$ cat config.mk
export PLATFORM = sky130hd
export DESIGN_NAME = cpcs_top
export DESIGN_NICKNAME = d
export VERILOG_FILES = /design/src/rtl/cpcs_pkg.sv /design/src/rtl/cpcs_top.sv /design/src/rtl/cpcs_spi_slave.sv
export SDC_FILE = /design/constraint.sdc
export NUM_CORES = 1
export LEC_CHECK = 0
export BUFFER_PORTS_ARGS = -buffer_cell sky130_fd_sc_hd__buf_2
export CORE_ASPECT_RATIO = 1.25
export CORE_UTILIZATION = 59
export CTS_CLUSTER_DIAMETER = 200
export DETAILED_ROUTE_END_ITERATION = 12
export MAX_ROUTING_LAYER = met4
export PLACE_DENSITY = 0.75
export SLEW_MARGIN = 20
export SYNTH_ARGS = -nofsm -noshare
export SYNTH_HDL_FRONTEND = slang
export SYNTH_HIERARCHICAL = 1
export SYNTH_SLANG_ARGS = --single-unit
$ cat constraint.sdc
create_clock -name clk -period 4.8 [get_ports clk]
set_clock_uncertainty 0.2 [all_clocks]
set_input_delay 0.48 -clock clk [delete_from_list [all_inputs] [get_ports clk]]
set_output_delay 0.48 -clock clk [all_outputs]
set_load 0.02 [all_outputs]
$ cat src/rtl/cpcs_pkg.sv
/*
 cpcs_pkg: register map, reset values, field positions, serial frame and
 timing constants for the sample-clock synthesizer setup block.
 Assumes a 250 MHz block clock taken from the reference clock input.
*/
package cpcs_pkg;
	localparam int ADDR_W = 15;
	localparam int DATA_W = 8;

	// register offsets
	localparam logic [14:0] A_SOFT_RST  = 15'h0000;
	localparam logic [14:0] A_FSC       = 15'h005A;
	localparam logic [14:0] A_CONV_PWR  = 15'h0090;
	localparam logic [14:0] A_CLKRX_PWR = 15'h0091;
	localparam logic [14:0] A_OUT_DIV   = 15'h0094;
	localparam logic [14:0] A_BYPASS    = 15'h0095;
	localparam logic [14:0] A_PHY_RST   = 15'h0206;
	localparam logic [14:0] A_BOOT      = 15'h0705;
	localparam logic [14:0] A_CAL_CTRL  = 15'h0792;
	localparam logic [14:0] A_PREDIV    = 15'h0793;
	localparam logic [14:0] A_COMP_FB   = 15'h0799;
	localparam logic [14:0] A_LOCK      = 15'h07B5;

	// reset values
	localparam logic [7:0] R_SOFT_RST  = 8'h00;
	localparam logic [7:0] R_FSC       = 8'h28;
	localparam logic [7:0] R_CONV_PWR  = 8'h00;
	localparam logic [7:0] R_CLKRX_PWR = 8'h00;
	localparam logic [7:0] R_OUT_DIV   = 8'h00;
	localparam logic [7:0] R_BYPASS    = 8'h00;
	localparam logic [7:0] R_PHY_RST   = 8'h00;
	localparam logic [7:0] R_BOOT      = 8'h00;
	localparam logic [7:0] R_CAL_CTRL  = 8'h00;
	localparam logic [7:0] R_PREDIV    = 8'h18;
	localparam logic [7:0] R_COMP_FB   = 8'h08;

	// field positions
	localparam int SRST_BIT      = 0;
	localparam int SRST_MIR_BIT  = 7;
	localparam int FOUR_WIRE_BIT = 3;
	localparam int BYPASS_BIT    = 0;
	localparam int CAL_TRIG_BIT  = 1;
	localparam int LOCK_BIT      = 0;
	localparam int OUT_DIV_LSB   = 0;
	localparam int PREDIV_LSB    = 0;
	localparam int FB_LSB        = 0;
	localparam int FB_W          = 6;
	localparam int COMP_LSB      = 6;

	// serial frame: r/w bit, 15 address bits, 8 data bits
	localparam logic [4:0] SPI_INSTR_BITS = 5'h10;
	localparam logic [4:0] SPI_FRAME_BITS = 5'h18;

	// timing
	localparam int CLK_PERIOD_PS = 4000;
	localparam int CAL_TIME_US   = 100;
	localparam int CAL_CYCLES    = CAL_TIME_US * 1000000 / CLK_PERIOD_PS;

	typedef enum logic [1:0] {CAL_IDLE, CAL_RUN, CAL_DONE} cpcs_cal_t;
endpackage : cpcs_pkg

$ cat src/rtl/cpcs_top.sv
/*
 cpcs_top: register file and control for the sample-clock synthesizer,
 vco calibration and lock report, companion clock divider, full-scale code.
 Assumes clk is the reference clock input at 250 MHz and the lock level
 from the analog vco arrives asynchronously.
*/
`timescale 1ns/100ps
module cpcs_top
	import cpcs_pkg::*;
#(
	parameter int CAL_LEN = cpcs_pkg::CAL_CYCLES
) (
	// clock and reset
	input  wire logic        clk,
	input  wire logic        resetn,
	// serial control port
	input  wire logic        sclk_pin,
	input  wire logic        csb_n_pin,
	input  wire logic        sdio_in,
	output logic             sdio_out,
	output logic             sdio_oe_n,
	output logic             sdo_out,
	// analog vco
	input  wire logic        vco_lock_pin,
	// synthesizer settings
	output logic             synth_enable,
	output logic [1:0]       vco_out_div,
	output logic [2:0]       ref_predivide,
	output logic [5:0]       feedback_divide,
	output logic [8:0]       ratio_num,
	output logic [4:0]       ratio_den,
	output logic             vco_cal_busy,
	output logic             pll_locked,
	// companion clock
	output logic [2:0]       companion_div,
	output logic             companion_strobe,
	// converter controls
	output logic [7:0]       full_scale_code,
	output logic [7:0]       converter_power,
	output logic [7:0]       clock_receiver_power,
	output logic [7:0]       lane_phy_reset,
	output logic [7:0]       boot_loader_enable,
	output logic             soft_reset_active,
	output logic             four_wire_mode
);
	import cpcs_pkg::*;

	localparam int CW = $clog2(CAL_LEN + 1);

	typedef enum logic [3:0] {
		I_SRST, I_FSC, I_CONV, I_CLKRX, I_ODIV, I_BYP,
		I_PHY, I_BOOT, I_CAL, I_PDIV, I_CFB, I_LOCK, I_NONE
	} cpcs_idx_t;

	function automatic cpcs_idx_t f_index(input logic [14:0] a);
		case (a)
			A_SOFT_RST:  f_index = I_SRST;
			A_FSC:       f_index = I_FSC;
			A_CONV_PWR:  f_index = I_CONV;
			A_CLKRX_PWR: f_index = I_CLKRX;
			A_OUT_DIV:   f_index = I_ODIV;
			A_BYPASS:    f_index = I_BYP;
			A_PHY_RST:   f_index = I_PHY;
			A_BOOT:      f_index = I_BOOT;
			A_CAL_CTRL:  f_index = I_CAL;
			A_PREDIV:    f_index = I_PDIV;
			A_COMP_FB:   f_index = I_CFB;
			A_LOCK:      f_index = I_LOCK;
			default:     f_index = I_NONE;
		endcase
	endfunction : f_index

	logic        reg_wr, reg_rd;
	logic [14:0] reg_addr;
	logic [7:0]  reg_wdata, reg_rdata;
	cpcs_idx_t   wr_idx;

	cpcs_spi_slave u_spi (
		.clk       (clk),
		.resetn    (resetn),
		.sclk_pin  (sclk_pin),
		.csb_n_pin (csb_n_pin),
		.sdio_in   (sdio_in),
		.sdio_out  (sdio_out),
		.sdio_oe_n (sdio_oe_n),
		.sdo_out   (sdo_out),
		.four_wire (four_wire_mode),
		.wr_pulse  (reg_wr),
		.rd_pulse  (reg_rd),
		.addr      (reg_addr),
		.wdata     (reg_wdata),
		.rdata     (reg_rdata)
	);

	logic [7:0] srst_ff, fsc_ff, conv_ff, clkrx_ff, odiv_ff, byp_ff;
	logic [7:0] phy_ff, boot_ff, cal_ff, pdiv_ff, cfb_ff;
	logic [7:0] nxt_srst, nxt_fsc, nxt_conv, nxt_clkrx, nxt_odiv, nxt_byp;
	logic [7:0] nxt_phy, nxt_boot, nxt_cal, nxt_pdiv, nxt_cfb;
	logic       srst_on, cal_start;

	always_comb begin
		wr_idx    = f_index(reg_addr);
		srst_on   = srst_ff[SRST_BIT] | srst_ff[SRST_MIR_BIT];
		nxt_srst  = srst_ff;
		nxt_fsc   = fsc_ff;
		nxt_conv  = conv_ff;
		nxt_clkrx = clkrx_ff;
		nxt_odiv  = odiv_ff;
		nxt_byp   = byp_ff;
		nxt_phy   = phy_ff;
		nxt_boot  = boot_ff;
		nxt_cal   = cal_ff;
		nxt_pdiv  = pdiv_ff;
		nxt_cfb   = cfb_ff;
		cal_start = 1'b0;
		if (reg_wr) begin
			case (wr_idx)
				I_SRST:  nxt_srst = reg_wdata;
				I_FSC:   nxt_fsc = reg_wdata;
				I_CONV:  nxt_conv = reg_wdata;
				I_CLKRX: nxt_clkrx = reg_wdata;
				I_ODIV:  nxt_odiv = reg_wdata;
				I_BYP:   nxt_byp = reg_wdata;
				I_PHY:   nxt_phy = reg_wdata;
				I_BOOT:  nxt_boot = reg_wdata;
				I_CAL:   nxt_cal = reg_wdata;
				I_PDIV:  nxt_pdiv = reg_wdata;
				I_CFB:   nxt_cfb = reg_wdata;
				default: nxt_srst = srst_ff;
			endcase
			// only a written 1 to 0 step launches calibration
			cal_start = (wr_idx == I_CAL) && cal_ff[CAL_TRIG_BIT] && !reg_wdata[CAL_TRIG_BIT];
		end
		// soft reset holds every other register at its default until released
		if (srst_on) begin
			nxt_fsc   = R_FSC;
			nxt_conv  = R_CONV_PWR;
			nxt_clkrx = R_CLKRX_PWR;
			nxt_odiv  = R_OUT_DIV;
			nxt_byp   = R_BYPASS;
			nxt_phy   = R_PHY_RST;
			nxt_boot  = R_BOOT;
			nxt_cal   = R_CAL_CTRL;
			nxt_pdiv  = R_PREDIV;
			nxt_cfb   = R_COMP_FB;
			cal_start = 1'b0;
		end
	end

	always_ff @(posedge clk) begin
		if (!resetn) begin
			srst_ff  <= R_SOFT_RST;
			fsc_ff   <= R_FSC;
			conv_ff  <= R_CONV_PWR;
			clkrx_ff <= R_CLKRX_PWR;
			odiv_ff  <= R_OUT_DIV;
			byp_ff   <= R_BYPASS;
			phy_ff   <= R_PHY_RST;
			boot_ff  <= R_BOOT;
			cal_ff   <= R_CAL_CTRL;
			pdiv_ff  <= R_PREDIV;
			cfb_ff   <= R_COMP_FB;
		end else begin
			srst_ff  <= nxt_srst;
			fsc_ff   <= nxt_fsc;
			conv_ff  <= nxt_conv;
			clkrx_ff <= nxt_clkrx;
			odiv_ff  <= nxt_odiv;
			byp_ff   <= nxt_byp;
			phy_ff   <= nxt_phy;
			boot_ff  <= nxt_boot;
			cal_ff   <= nxt_cal;
			pdiv_ff  <= nxt_pdiv;
			cfb_ff   <= nxt_cfb;
		end
	end

	// calibration, lock and ratio state
	cpcs_cal_t     cal_state_ff, nxt_cal_state;
	logic [CW-1:0] cal_cnt_ff, nxt_cal_cnt;
	logic [1:0]    lock_s_ff, nxt_lock_s;
	logic          lock_ff, nxt_lock;
	logic [8:0]    num_ff, nxt_num;
	logic [4:0]    den_ff, nxt_den;
	logic [2:0]    pre_m;
	logic [1:0]    out_d;

	always_comb begin
		nxt_lock_s    = {lock_s_ff[0], vco_lock_pin};
		nxt_cal_state = cal_state_ff;
		nxt_cal_cnt   = cal_cnt_ff;
		case (cal_state_ff)
			CAL_RUN: begin
				nxt_cal_cnt = cal_cnt_ff + 1'b1;
				if (cal_cnt_ff == CW'(CAL_LEN - 1)) begin
					nxt_cal_state = CAL_DONE;
				end
			end
			CAL_IDLE, CAL_DONE: nxt_cal_cnt = '0;
			default: nxt_cal_state = CAL_IDLE;
		endcase
		if (cal_start) begin
			nxt_cal_state = CAL_RUN;
			nxt_cal_cnt   = '0;
		end
		if (srst_on) begin
			nxt_cal_state = CAL_IDLE;
		end
		// lock only counts once calibration has settled on the synthesizer path
		nxt_lock = (cal_state_ff == CAL_DONE) && lock_s_ff[1] && !byp_ff[BYPASS_BIT] && !srst_on;
		pre_m    = {1'b0, pdiv_ff[PREDIV_LSB+:2]} + 3'h1;
		// field value 3 has no defined divisor; it is clamped to three
		out_d    = (odiv_ff[OUT_DIV_LSB+:2] == 2'h3) ? 2'h3 : odiv_ff[OUT_DIV_LSB+:2] + 2'h1;
		nxt_num  = {cfb_ff[FB_LSB+:FB_W], 3'h0};
		nxt_den  = 5'(pre_m * out_d);
	end

	always_ff @(posedge clk) begin
		if (!resetn) begin
			cal_state_ff <= CAL_IDLE;
			cal_cnt_ff   <= '0;
			lock_s_ff    <= 2'h0;
			lock_ff      <= 1'b0;
			num_ff       <= 9'h000;
			den_ff       <= 5'h00;
		end else begin
			cal_state_ff <= nxt_cal_state;
			cal_cnt_ff   <= nxt_cal_cnt;
			lock_s_ff    <= nxt_lock_s;
			lock_ff      <= nxt_lock;
			num_ff       <= nxt_num;
			den_ff       <= nxt_den;
		end
	end

	// companion clock divider, one strobe every ratio cycles
	logic [1:0] cdiv_cnt_ff, nxt_cdiv_cnt;
	logic       cstrobe_ff, nxt_cstrobe;
	logic [2:0] cdiv;

	always_comb begin
		cdiv         = {1'b0, cfb_ff[COMP_LSB+:2]} + 3'h1;
		nxt_cstrobe  = ({1'b0, cdiv_cnt_ff} >= cdiv - 3'h1);
		nxt_cdiv_cnt = nxt_cstrobe ? 2'h0 : cdiv_cnt_ff + 2'h1;
	end

	always_ff @(posedge clk) begin
		if (!resetn) begin
			cdiv_cnt_ff <= 2'h0;
			cstrobe_ff  <= 1'b0;
		end else begin
			cdiv_cnt_ff <= nxt_cdiv_cnt;
			cstrobe_ff  <= nxt_cstrobe;
		end
	end

	// read mux; unmapped offsets read zero
	always_comb begin
		case (f_index(reg_addr))
			I_SRST:  reg_rdata = srst_ff;
			I_FSC:   reg_rdata = fsc_ff;
			I_CONV:  reg_rdata = conv_ff;
			I_CLKRX: reg_rdata = clkrx_ff;
			I_ODIV:  reg_rdata = odiv_ff;
			I_BYP:   reg_rdata = byp_ff;
			I_PHY:   reg_rdata = phy_ff;
			I_BOOT:  reg_rdata = boot_ff;
			I_CAL:   reg_rdata = cal_ff;
			I_PDIV:  reg_rdata = pdiv_ff;
			I_CFB:   reg_rdata = cfb_ff;
			I_LOCK:  reg_rdata = 8'(lock_ff) << LOCK_BIT;
			default: reg_rdata = 8'h00;
		endcase
	end

	assign synth_enable         = !byp_ff[BYPASS_BIT];
	assign vco_out_div          = out_d;
	assign ref_predivide        = pre_m;
	assign feedback_divide      = cfb_ff[FB_LSB+:FB_W];
	assign ratio_num            = num_ff;
	assign ratio_den            = den_ff;
	assign vco_cal_busy         = (cal_state_ff == CAL_RUN);
	assign pll_locked           = lock_ff;
	assign companion_div        = cdiv;
	assign companion_strobe     = cstrobe_ff;
	assign full_scale_code      = fsc_ff;
	assign converter_power      = conv_ff;
	assign clock_receiver_power = clkrx_ff;
	assign lane_phy_reset       = phy_ff;
	assign boot_loader_enable   = boot_ff;
	assign soft_reset_active    = srst_on;
	assign four_wire_mode       = srst_ff[FOUR_WIRE_BIT];

	// checks
	logic [2:0] gap_ff, nxt_gap;
	logic       span_ok_ff, nxt_span_ok;

	always_comb begin
		nxt_gap     = cstrobe_ff ? 3'h0 : gap_ff + 3'h1;
		nxt_span_ok = cstrobe_ff ? 1'b1 : span_ok_ff;
		if ((reg_wr && wr_idx == I_CFB) || srst_on) begin
			nxt_span_ok = 1'b0;
		end
	end

	always_ff @(posedge clk) begin
		if (!resetn) begin
			gap_ff     <= 3'h0;
			span_ok_ff <= 1'b0;
		end else begin
			gap_ff     <= nxt_gap;
			span_ok_ff <= nxt_span_ok;
		end
	end
endmodule : cpcs_top

$ cat src/rtl/cpcs_spi_slave.sv
/*
 cpcs_spi_slave: serial control port slave, one byte per frame.
 Assumes serial pins far slower than clk; sclk passes three flip-flops, the other pins two.
*/
`timescale 1ns/100ps
module cpcs_spi_slave
	import cpcs_pkg::*;
(
	// clock and reset
	input  wire logic                       clk,
	input  wire logic                       resetn,
	// serial pins
	input  wire logic                       sclk_pin,
	input  wire logic                       csb_n_pin,
	input  wire logic                       sdio_in,
	output logic                            sdio_out,
	output logic                            sdio_oe_n,
	output logic                            sdo_out,
	input  wire logic                       four_wire,
	// register access
	output logic                            wr_pulse,
	output logic                            rd_pulse,
	output logic [cpcs_pkg::ADDR_W-1:0]     addr,
	output logic [cpcs_pkg::DATA_W-1:0]     wdata,
	input  wire logic [cpcs_pkg::DATA_W-1:0] rdata
);
	import cpcs_pkg::*;

	logic [2:0]  sclk_s_ff, nxt_sclk_s;
	logic [1:0]  csb_s_ff, nxt_csb_s;
	logic [1:0]  sdio_s_ff, nxt_sdio_s;
	logic [4:0]  cnt_ff, nxt_cnt;
	logic [15:0] shift_ff, nxt_shift;
	logic [14:0] addr_ff, nxt_addr;
	logic        rw_ff, nxt_rw;
	logic [7:0]  wdata_ff, nxt_wdata;
	logic [7:0]  out_ff, nxt_out;
	logic        sdio_ff, nxt_sdio;
	logic        oe_n_ff, nxt_oe_n;
	logic        sdo_ff, nxt_sdo;
	logic        wr_ff, nxt_wr;
	logic        rd_ff, nxt_rd;
	logic        rise, fall, din, in_data;

	always_comb begin
		// bit 0 is the first stage and only feeds bit 1
		nxt_sclk_s = {sclk_s_ff[1:0], sclk_pin};
		nxt_csb_s  = {csb_s_ff[0], csb_n_pin};
		nxt_sdio_s = {sdio_s_ff[0], sdio_in};
		rise       = sclk_s_ff[1] & ~sclk_s_ff[2];
		fall       = ~sclk_s_ff[1] & sclk_s_ff[2];
		din        = sdio_s_ff[1];
		in_data    = rw_ff && (cnt_ff >= SPI_INSTR_BITS) && (cnt_ff < SPI_FRAME_BITS);
		nxt_cnt    = cnt_ff;
		nxt_shift  = shift_ff;
		nxt_addr   = addr_ff;
		nxt_rw     = rw_ff;
		nxt_wdata  = wdata_ff;
		nxt_out    = out_ff;
		nxt_sdio   = sdio_ff;
		nxt_oe_n   = oe_n_ff;
		nxt_sdo    = sdo_ff;
		nxt_wr     = 1'b0;
		nxt_rd     = 1'b0;
		if (csb_s_ff[1]) begin
			nxt_cnt  = 5'h00;
			nxt_rw   = 1'b0;
			nxt_oe_n = 1'b1;
			nxt_sdio = 1'b0;
			nxt_sdo  = 1'b0;
		end else begin
			if (rise && cnt_ff < SPI_FRAME_BITS) begin
				nxt_cnt   = cnt_ff + 5'h01;
				nxt_shift = {shift_ff[14:0], din};
				if (cnt_ff == SPI_INSTR_BITS - 5'h01) begin
					nxt_rw   = shift_ff[14];
					nxt_addr = {shift_ff[13:0], din};
					nxt_rd   = shift_ff[14];
				end
				if (cnt_ff == SPI_FRAME_BITS - 5'h01 && !rw_ff) begin
					nxt_wr    = 1'b1;
					nxt_wdata = {shift_ff[6:0], din};
				end
			end
			if (rd_ff) begin
				nxt_out = rdata;
			end
			// read data leaves on falling edges, msb first
			if (fall) begin
				if (in_data) begin
					if (four_wire) begin
						nxt_sdo = out_ff[7];
					end else begin
						nxt_sdio = out_ff[7];
						nxt_oe_n = 1'b0;
					end
					nxt_out = {out_ff[6:0], 1'b0};
				end else begin
					nxt_oe_n = 1'b1;
				end
			end
		end
	end

	always_ff @(posedge clk) begin
		if (!resetn) begin
			sclk_s_ff <= 3'h0;
			csb_s_ff  <= 2'h3;
			sdio_s_ff <= 2'h0;
			cnt_ff    <= 5'h00;
			shift_ff  <= 16'h0000;
			addr_ff   <= 15'h0000;
			rw_ff     <= 1'b0;
			wdata_ff  <= 8'h00;
			out_ff    <= 8'h00;
			sdio_ff   <= 1'b0;
			oe_n_ff   <= 1'b1;
			sdo_ff    <= 1'b0;
			wr_ff     <= 1'b0;
			rd_ff     <= 1'b0;
		end else begin
			sclk_s_ff <= nxt_sclk_s;
			csb_s_ff  <= nxt_csb_s;
			sdio_s_ff <= nxt_sdio_s;
			cnt_ff    <= nxt_cnt;
			shift_ff  <= nxt_shift;
			addr_ff   <= nxt_addr;
			rw_ff     <= nxt_rw;
			wdata_ff  <= nxt_wdata;
			out_ff    <= nxt_out;
			sdio_ff   <= nxt_sdio;
			oe_n_ff   <= nxt_oe_n;
			sdo_ff    <= nxt_sdo;
			wr_ff     <= nxt_wr;
			rd_ff     <= nxt_rd;
		end
	end

	assign sdio_out  = sdio_ff;
	assign sdio_oe_n = oe_n_ff;
	assign sdo_out   = sdo_ff;
	assign wr_pulse  = wr_ff;
	assign rd_pulse  = rd_ff;
	assign addr      = addr_ff;
	assign wdata     = wdata_ff;
endmodule : cpcs_spi_slave

; After elaboration in Yosys (flattened, before gate mapping)
; Index checks and enable logic that the tools add are counted.
[totals]
register_bits = 189
latch_bits = 0
mem_bits_rw = 0
romBits = 0
input_bits = 6
out_inout_bits = 77
elab_cells = 149
n_memories = 0
[classes]
add_sub_neg = 7
n_mul = 1
div = 0
order_cmp = 3
n_eq_ne = 32
shift = 0
n_mux = 15
n_bitwise = 11
n_reduce_logical = 45
[op_table]
columns = op, n
row1 = $pmux 8 s12, 1
row2 = $eq 15x11->1 const B, 5
row3 = $eq 15x8->1 const B, 4
row4 = $pmux 4 s12, 1
row5 = $reduce_and 2->1, 16
row6 = $pmux 15 s2, 1
row7 = $mux 8, 3
row8 = $eq 4x3->1 const B, 4
row9 = $eq 4x4->1 const B, 4
row10 = $add 15x1->15 const B, 1
row11 = $eq 15x10->1 const B, 1
row12 = $eq 15x15->1 const B, 1
row13 = $eq 15x7->1 const B, 1
row14 = $logic_not 15->1, 1
row15 = $reduce_and 3->1, 4
row16 = $reduce_or 2->1, 5
row17 = $logic_and 1x1->1, 9
row18 = $eq 4x2->1 const B, 2
row19 = $not 1->1, 8
row20 = $add 2x1->3 const B, 2
row21 = $mux 1, 6
row22 = $reduce_or 3->1, 2
row23 = $add 5x1->5 const B, 1
row24 = $eq 5x4->1 const B, 1
row25 = other kinds (22), 30

; Depth between registers and ports, before layout
; Gate-level depths: netlist of run 1.
[logic_depth]
depth_word = 9
mapped_depth = 15
depth_no_buf = 13

; Modules after synthesis
; Netlist of run 1, hierarchy kept.
[modules_own_cells]
columns = mod, instances, cells_per_inst, area_per_inst_um2, seq_area_each_um2
row1 = cpcs_top, 1, 674, 6094.6, 2442.3
row2 = cpcs_spi_slave, 1, 287, 2602.5, 1281.2

; Worst setup path after synthesis of run 1
; Ideal clock, no wire load.
[synth_path]
kind = reg2reg
startpoint = register u_spi.addr_ff[1] (netlist: u_spi/addr[1])
endpoint = register u_spi.out_ff[1]
setup_time_ps = 92
t_arrival_ps = 3589
t_required_ps = 4508
slack_ps = 920
path_stages_with_launch = 14
n_path_buf = 2
period_less_slack_ps = 3880
cell_sequence = dfxtp_1 clkbuf_1 or4bb_1 a2111oi_0 nor2_1 ha_1 inv_1 a311oi_2 buf_6 nor3_1 a222oi_1 a41oi_1 a211oi_1 nor4_1
[synth_via]
elab_chain_cells = 7
elab_cells_between_ends = 29
classes_between = 22 x eq/ne / 5 x mux / 2 x reduce/logical
[synth_lines]
columns = element, line
row1 = from (decl), cpcs_spi_slave.sv:34  ; logic [14:0] addr_ff, nxt_addr;
row2 = from (signal assigned), cpcs_spi_slave.sv:127  ; addr_ff <= nxt_addr;
row3 = "$eq 15x11->1, or another cell as far along", cpcs_top.sv:56  ; case (a)
row4 = $pmux 4 s12 (*), cpcs_top.sv:56
row5 = "$eq 4x4->1, or another cell as far along", cpcs_top.sv:259  ; case (f_index(reg_addr))
row6 = $pmux 8 s12 (*), cpcs_top.sv:259
row7 = named net reg_rdata[1], cpcs_top.sv:75  ; logic [7:0] reg_wdata, reg_rdata;
row8 = $mux 8 (*), cpcs_spi_slave.sv:85  ; if (rd_ff) begin
row9 = $mux 8, cpcs_spi_slave.sv:90  ; if (in_data) begin
row10 = $mux 8 (*), cpcs_spi_slave.sv:89  ; if (fall) begin
row11 = to (signal assigned), cpcs_spi_slave.sv:130  ; out_ff <= nxt_out;
row12 = to (decl), cpcs_spi_slave.sv:37  ; logic [7:0] out_ff, nxt_out;
; The timed path passes the listed nets; every way through them passes the cells marked *.
; A chain may end at the register's enable or synchronous reset.

; Worst setup path after layout of run 1
[layout_path]
startpoint = register u_spi.addr_ff[11] (netlist: u_spi/addr[11])
endpoint = register u_spi.out_ff[1]
; Same word-level chain as after synthesis.

==> impl_metrics.yaml, run 1 <==
clocking:
  clockBufferDepth: 2
  cts_buffers: 17
  ctsResizeCount: 0
  root_buffer: "clkbuf_16"
  post_cts_buffers: 0
  cts.clk_slew.worst_paths_ns: 0.07
  cts_tree: "done"
  clk_latency_ns: 0.44
  htree_levels: 4
  cts_sinks: 186
  cts_hold_buf: 0
final_layout:
  multi_input_area_mm2: 0.00459
  fin_nets: 1022
  antenna_cells: 0
  fillers: 1206
  drive_above_1_share_pct: 15.6
  area_growth_pct: 11.6
  regArea_mm2: 0.00372
hold_path:
  hold_path.class: "input port to flop"
  holdPathEnd: "u_spi/csb_s_ff[0]$_SDFF_PN1_"
  hold_path_depth: 2
  min-delay-start: "csb_n_pin"
power_and_ir_drop:
  vdd_drop_max_mv: 0.293
  pwr-share-clk_pct: 46.9
  p_sw_uw: 693
  combinationalPowerShare_pct: 1.4
  internal-power_mw: 2.31
  p_sw_share_pct: 23.1
  p_per_area_mw_per_mm2: 309
  power_frac_seq_pct: 51.7
  p_leak_nw: 3.47
sta:
  fmax_mhz: 233
  period_share_pct: 89.4
  hold_viol: 0
  layout_setup_ws_ns: 0.511
  rsz0062_at_grt: "no"
  setup_viol: 0
  tightest_slew_ns: 1.00
  maxSlewViolCount: 0
  fin_tns_setup_ns: 0
  max_slew_margin_pct: 33.1
  min_period_ns: 4.29
yosys:
  synthCells: 961
  synth-async-reset-ratio_pct: 0
  synth_enable_flop_cells: 0
  synthFlopType: "dfxtp_1"
  ys_ff_latch: 186
  syn_area_mm2: 0.00870
  ys_seq_area_share_pct: 42.8
  syn_avg_cell_area_um2: 9.05
  yosysUniqueCellTypes: 83
  ys_warn_count: 6
floorplan:
  dieWidth_um: 111
  design.die.area_mm2: 0.0152
  start_util_pct: 60.4
  rows: 49
  io_pins: 83
  die_y_um: 138
  coreArea_mm2: 0.0144
run:
  cap_violations: 0
setup_path:
  r2r_cells: 13
  cp-start-kind: "flop"
  end_kind: "flop"
  worst-r2r-setup-slack_ns: 0.51
  timing.rr.start: "u_spi/addr[11]$_SDFFE_PN0P_"
  critPathKind: "flop to flop"
  crit_fanout: 7
  worstPathRequired_ns: 4.95
  crit_arrival_ns: 4.44
  timing.rr.end: "u_spi/out_ff[1]$_SDFFE_PN0N_"
global_route:
  grt_max_degree: 71
  overflow: 0
  grt_pass1_vias: 6962
  antenna_found_initial: 0
  grt_use_total_pct: 32.6
  grt_pass1_wl_um: 37700
place:
  place_ws_ns: 0.578
  routabilityCongestion: 0.939
  hpwlAfterDp_um: 16400
  portBuffers: 79
route:
  vias_per_cell: 6.20
  drtAntennaViolNets: 0
  route.detailed.drc: 0
  drt_iter0_markers: 531
  vias: 7398
  drt_wl_total_um: 23600
  routedWlPerCell_um: 19.8
  dr.pass1.iters: 5
run_status:
  status: "finished clean"
[worst max-delay path by stage]
stage,startpoint,to,slack (ns),cells after the start
floorplan,u_spi/addr[1]$_SDFFE_PN0P_,u_spi/out_ff[1]$_SDFFE_PN0N_,0.92,13
global placement,u_spi/addr[11]$_SDFFE_PN0P_,u_spi/out_ff[6]$_SDFFE_PN0N_,0.61,13
detailed placement,u_spi/addr[11]$_SDFFE_PN0P_,u_spi/out_ff[1]$_SDFFE_PN0N_,0.58,13
CTS,u_spi/addr[11]$_SDFFE_PN0P_,u_spi/out_ff[1]$_SDFFE_PN0N_,0.53,13
global route,u_spi/addr[11]$_SDFFE_PN0P_,u_spi/out_ff[3]$_SDFFE_PN0N_,0.23,13
finish,u_spi/addr[11]$_SDFFE_PN0P_,u_spi/out_ff[1]$_SDFFE_PN0N_,0.51,13
[placed cells by master (no fill, tap or decap), types with 5 or more instances in the layout]
| master | Yosys | routed |
|---|---|---|
| nor2_1 | 78 | 78 |
| a31oi_1 | 6 | 6 |
| buf_2 | 6 | 79 |
| mux2i_1 | 82 | 82 |
| clkbuf_16 | 0 | 17 |
| o21ai_0 | 37 | 37 |
| xnor2_1 | 9 | 9 |
| and2_1 | 26 | 26 |
| nand3_1 | 67 | 67 |
| nand2b_1 | 11 | 11 |
| dfxtp_1 | 186 | 186 |
| ha_1 | 13 | 13 |
| xor2_1 | 8 | 8 |
| a22oi_1 | 10 | 10 |
| or3_1 | 6 | 6 |
| nor4_1 | 23 | 22 |
| nand4_1 | 5 | 5 |
| a22o_1 | 18 | 18 |
| a21oi_1 | 60 | 60 |
| buf_4 | 10 | 16 |
| nand3b_1 | 5 | 5 |
| and3_1 | 7 | 7 |
| a211oi_1 | 15 | 15 |
| o31ai_1 | 5 | 5 |
| inv_1 | 15 | 15 |
| nor2b_1 | 16 | 16 |
| nor4_4 | 6 | 6 |
| nand2_1 | 88 | 87 |
[synthesized netlist by cell type (4+ instances only)]
library cell  instances  area, um2
dfxtp_1             186       3720
nand2_1              88        330
mux2i_1              82        821
nor2_1               78        293
nand3_1              67        335
a21oi_1              60        300
clkbuf_1             54        203
o21ai_0              37        185
and2_1               26        163
nor4_1               23        144
a22o_1               18        158
nor2b_1              16        100
a211oi_1             15        113
inv_1                15       56.3
ha_1                 13        163
nand2b_1             11       68.8
a22oi_1              10       75.1
buf_4                10       75.1
xnor2_1               9       78.8
xor2_1                8       70.1
and3_1                7       43.8
a31oi_1               6       37.5
buf_2                 6       30.0
nor4_4                6        128
or3_1                 6       37.5
nand3b_1              5       37.5
nand4_1               5       31.3
o31ai_1               5       37.5
mux2_2                4       45.0
nor3_1                4       20.0
[power by group through the flow]
stage / Sequential (mW) / Combinational [mW] / Clock (mW)
final: 1.55 / 0.0416 / 1.41
after global routing: 1.55 / 0.0457 / 1.48
after CTS: 1.55 / 0.0415 / 1.42
after detailed placement: 1.59 / 0.0414 / 0
after global placement: 1.59 / 0.0413 / 0
after floorplan: 1.59 / 0.0316 / 0
[state kept, by name, indices dropped and copies added, names as in the netlist, 8 cells and up]
signal,count
odiv_ff,8
u_spi/addr,15
u_spi/out_ff,8
byp_ff,8
cal_ff,8
clock_receiver_power,8
boot_loader_enable,8
pdiv_ff,8
u_spi/shift_ff,15
srst_ff,8
cfb_ff,8
full_scale_code,8
u_spi/wdata,8
lane_phy_reset,8
converter_power,8
cal_cnt_ff,15
[critical path, cell delays in order (launching register included)]
cell	delay, ns
dfxtp_1	0.32
or4_1	0.69
or2_1	0.34
o32ai_4	0.44
nor2_1	0.16
ha_1	0.21
inv_1	0.08
a311o_1	0.29
nand2_1	0.09
nor3_1	0.56
a22oi_1	0.22
a41oi_1	0.26
a211oi_1	0.08
nor4_1	0.26
[area by class of cell]
cell class | count | share of cell area, %
clock inverter | 14 | 1.60
tap | 178 | 2.30
timing repair buffer | 95 | 5.31
multi-input combinational | 687 | 47.3
clock buffer | 18 | 4.53
sequential | 186 | 38.4
inverter | 15 | 0.580
[logic make-up (layout without fill, tap and decap cells)]
family                     after synthesis  after routing  share of synthesized area, %
muxes                                   86             86                          9.96
adders and majority gates               14             14                          2.10
and+or+nand+nor                        374            374                          23.5
buffers and inverters                   90            142                          4.57
AOI/OAI and AO/OA                      193            193                          15.4
DFF                                    186            186                          42.8
other                                    1              3                        0.0431
xor gates and xnor gates                17             17                          1.71
[metal layers]
| metal | share of wire [%] | vias to the layer above | track usage [%] |
|---|---|---|---|
| li1 | - | 3537 | - |
| met1 | 41 | 3573 | 37.1 |
| met2 | 51 | 237 | 56.8 |
| met3 | 4.6 | 51 | 5.28 |
| met4 | 3.6 | 0 | 14.6 |
| met5 | 0 | - | - |
[metrics by stage]
| stage | power (mW) | instances | area, um2 | hold slack [ns] | utilization, % |
|---|---|---|---|---|---|
| floorplan | 1.62 | 963 | 8700 | 0.186 | - |
| global route | 3.08 | 1193 | 9700 | 0.0292 | 67.4 |
| CTS | 3.01 | 1193 | 9700 | 0.00887 | 67.4 |
| detailed placement | 1.63 | 1161 | 9110 | 0.195 | 63.2 |
| finish | 3.00 | 1193 | 9700 | 0.0211 | 67.4 |
| global placement | 1.63 | 1161 | 9110 | 0.189 | 63.2 |
Power figures use the tool's default switching activity.
==> run 2: changes to the inputs <==
PLACE_DENSITY = 0.76   (was 0.75)
SETUP_SLACK_MARGIN = 0.5   (was default)
SYNTH_HIERARCHICAL = default   (was 1)
==> run 2 against run 1 <==
Net effect: final cell count increased by 2.8%; critical path depth is 3 lower; worst setup slack improved by 0.51 ns; die area is 3.1% lower; flip-flop and latch count unchanged; register-to-register slack improved by 0.51 ns; synthesized cell count rose by 4.3%; non-clock buffer count shrank 6; sequential share of layout area grew 1.4 points; combinational power is 2% lower; power fell by 2.8%; largest power group unchanged.
==> impl_metrics.yaml, run 2 <==
run_status:
  status: "finished clean"
final_layout:
  antenna_cells: 0
  fillers: 1175
  stdcell_count: 1227
  area_growth_pct: 11.1
  drive_above_1_share_pct: 14.1
  fin_nets: 1060
  layout_common_cells: "dfxtp_1 (186), nand2_1 (185), a21oi_1 (100)"
  final_common_cell: "dfxtp_1"
sta:
  hold_viol: 0
  max_slew_margin_pct: 38.9
  min_period_ns: 3.78
  tightest_slew_ns: 0.913
  rsz0062_at_grt: "no"
  setup_viol: 0
  holdWs_ns: 0.0275
  period_share_pct: 78.7
  maxSlewViolCount: 0
  fin_tns_setup_ns: 0
  fmax_mhz: 265
route:
  vias: 7413
  drt_wl_total_um: 22500
  vias_per_cell: 6.04
  drt_iter0_markers: 606
  drtAntennaViolNets: 0
  routedWlPerCell_um: 18.4
  route.detailed.drc: 0
  dr.pass1.iters: 5
place:
  place_inst: 1195
  portBuffers: 79
  hpwlAfterDp_um: 15500
  routabilityCongestion: 1.01
floorplan:
  dieWidth_um: 109
  rows: 48
  start_util_pct: 60.7
  design.die.area_mm2: 0.0148
  coreArea_mm2: 0.0139
  io_pins: 83
  die_y_um: 136
yosys:
  synth-async-reset-ratio_pct: 0
  ys_warn_count: 0
  yosys.area.top_type: "dfxtp_1"
  synth_enable_flop_cells: 0
  ys_ff_latch: 186
  synthTopCellsByCount: "dfxtp_1 (186), nand2_1 (185), a21oi_1 (100)"
  synthFlopType: "dfxtp_1"
  synth_area_leaders: "dfxtp_1 (44%), nand2_1 (8.2%), a21oi_1 (5.9%)"
  synthCells: 1002
  yosysUniqueCellTypes: 83
  yosysTopAreaCellShare_pct: 44.2
  ys_seq_area_share_pct: 44.2
  synth_most_common_cell: "dfxtp_1"
  syn_area_mm2: 0.00842
  syn_avg_cell_area_um2: 8.41
setup_path:
  cp-start-kind: "flop"
  worstPathRequired_ns: 4.92
  crit_fanout: 19
  critPathKind: "flop to flop"
  crit_arrival_ns: 3.90
  end_kind: "flop"
global_route:
  grt_pass1_wl_um: 35700
  grt_max_degree: 69
  overflow: 0
  grt_use_total_pct: 32.7
  antenna_found_initial: 0
  grt_pass1_vias: 6780
power_and_ir_drop:
  p_per_area_mw_per_mm2: 311
  power_frac_seq_pct: 53.2
  p_total_mw: 2.91
  p_leak_nw: 3.66
  combinationalPowerShare_pct: 1.4
  pwr-share-clk_pct: 45.4
  p_sw_share_pct: 23.2
  vdd_drop_max_mv: 0.222
  internal-power_mw: 2.24
  p_sw_uw: 677
clocking:
  htree_levels: 4
  clk_latency_ns: 0.44
  cts_sinks: 186
  cts_hold_buf: 0
  ctsResizeCount: 0
  cts_buffers: 17
  cts.clk_slew.worst_paths_ns: 0.07
  clockBufferDepth: 2
  root_buffer: "clkbuf_16"
  post_cts_buffers: 0
  cts_tree: "done"
hold_path:
  hold_path.class: "input port to flop"
run:
  cap_violations: 0
-- run 2: changes by cell type after synthesis, sizes merged, moves of 9 or more --
cell    delta
nand2     +98
a22oi      +9
nor2b      -9
o21ai     -20
a211oi    -13
nor4      -20
and2       -9
a21oi     +40
nand3     -21
a22o      -11
nor2      +11
mux2i     -34
-- run 2: path summary, 6_finish.rpt --
kind                                      from                            to  slack, ns  cells after the start
setup / recovery    u_spi.addr[3]$_SDFFE_PN0P_  u_spi.out_ff[2]$_SDFFE_PN0N_       1.02                     10
hold / removal                       csb_n_pin  u_spi.csb_s_ff[0]$_SDFF_PN1_       0.03                      2
setup reg to reg    u_spi.addr[3]$_SDFFE_PN0P_  u_spi.out_ff[2]$_SDFFE_PN0N_       1.02                     10
hold reg to reg   u_spi.csb_s_ff[0]$_SDFF_PN1_  u_spi.csb_s_ff[1]$_SDFF_PN1_       0.22                      1
-- run 2: final cells by class --
class                      instances  area (um2)  area share [%]
clock inverter                    14         131            1.40
inverter                          18        67.6           0.722
tap                              175         219            2.34
clock buffer                      18         429            4.59
sequential                       186        3720            39.8
timing repair buffer              89         470            5.03
multi-input combinational        727        4320            46.1
-- run 2: worst max-delay path: stages (launching register included) --
cell and delay (ns):
dfxtp_1 0.43, or3b_2 0.48, a21oi_1 0.34, o21ai_0 0.27, ha_1 0.31, o311a_1 0.18, a41oi_4 0.52, o21ai_0 0.25
a221oi_1 0.38, a31o_2 0.21, o21ai_0 0.06
-- run 2: power groups by stage --
stage,sequential (mW),combinational [mW],clock (mW)
2_1_floorplan,1.59,0.0291,0
3_3_place_gp,1.58,0.0399,0
3_5_place_dp,1.59,0.0403,0
4_1_cts,1.55,0.0403,1.34
5_1_grt,1.55,0.0446,1.41
6_report,1.55,0.0408,1.32
-- run 2: kinds of logic (layout without fill, tap and decap cells) --
| logic type | after synthesis | in the layout | share of synthesized area (%) |
|---|---|---|---|
| AOI/OAI and AO/OA | 198 | 198 | 15.2 |
| xor gates and xnor gates | 21 | 21 | 2.18 |
| adders and majority gates | 15 | 15 | 2.32 |
| buffers and inverters | 91 | 139 | 4.68 |
| DFF | 186 | 186 | 44.2 |
| muxes | 53 | 53 | 6.42 |
| other | 1 | 3 | 0.0445 |
| and+or+nand+nor | 437 | 437 | 25.0 |
-- run 2: routing by layer --
layer	part of all wire (%)	routed length, um	vias to the layer above	GRT usage [%]
met1	41	9220	3493	39.1
met4	4.4	998	0	17.0
li1	-	-	3555	-
met3	6.4	1430	76	5.72
met5	0	0	-	-
met2	48	10900	289	52.1
-- run 2: through the flow --
stage	worst slack (ns)	util [%]	area (um2)
after floorplan	1.46	-	8430
after global placement	1.24	63.4	8800
after detailed placement	1.12	63.4	8800
after CTS	1.10	67.5	9360
after global routing	0.814	67.5	9360
final	1.02	67.5	9360
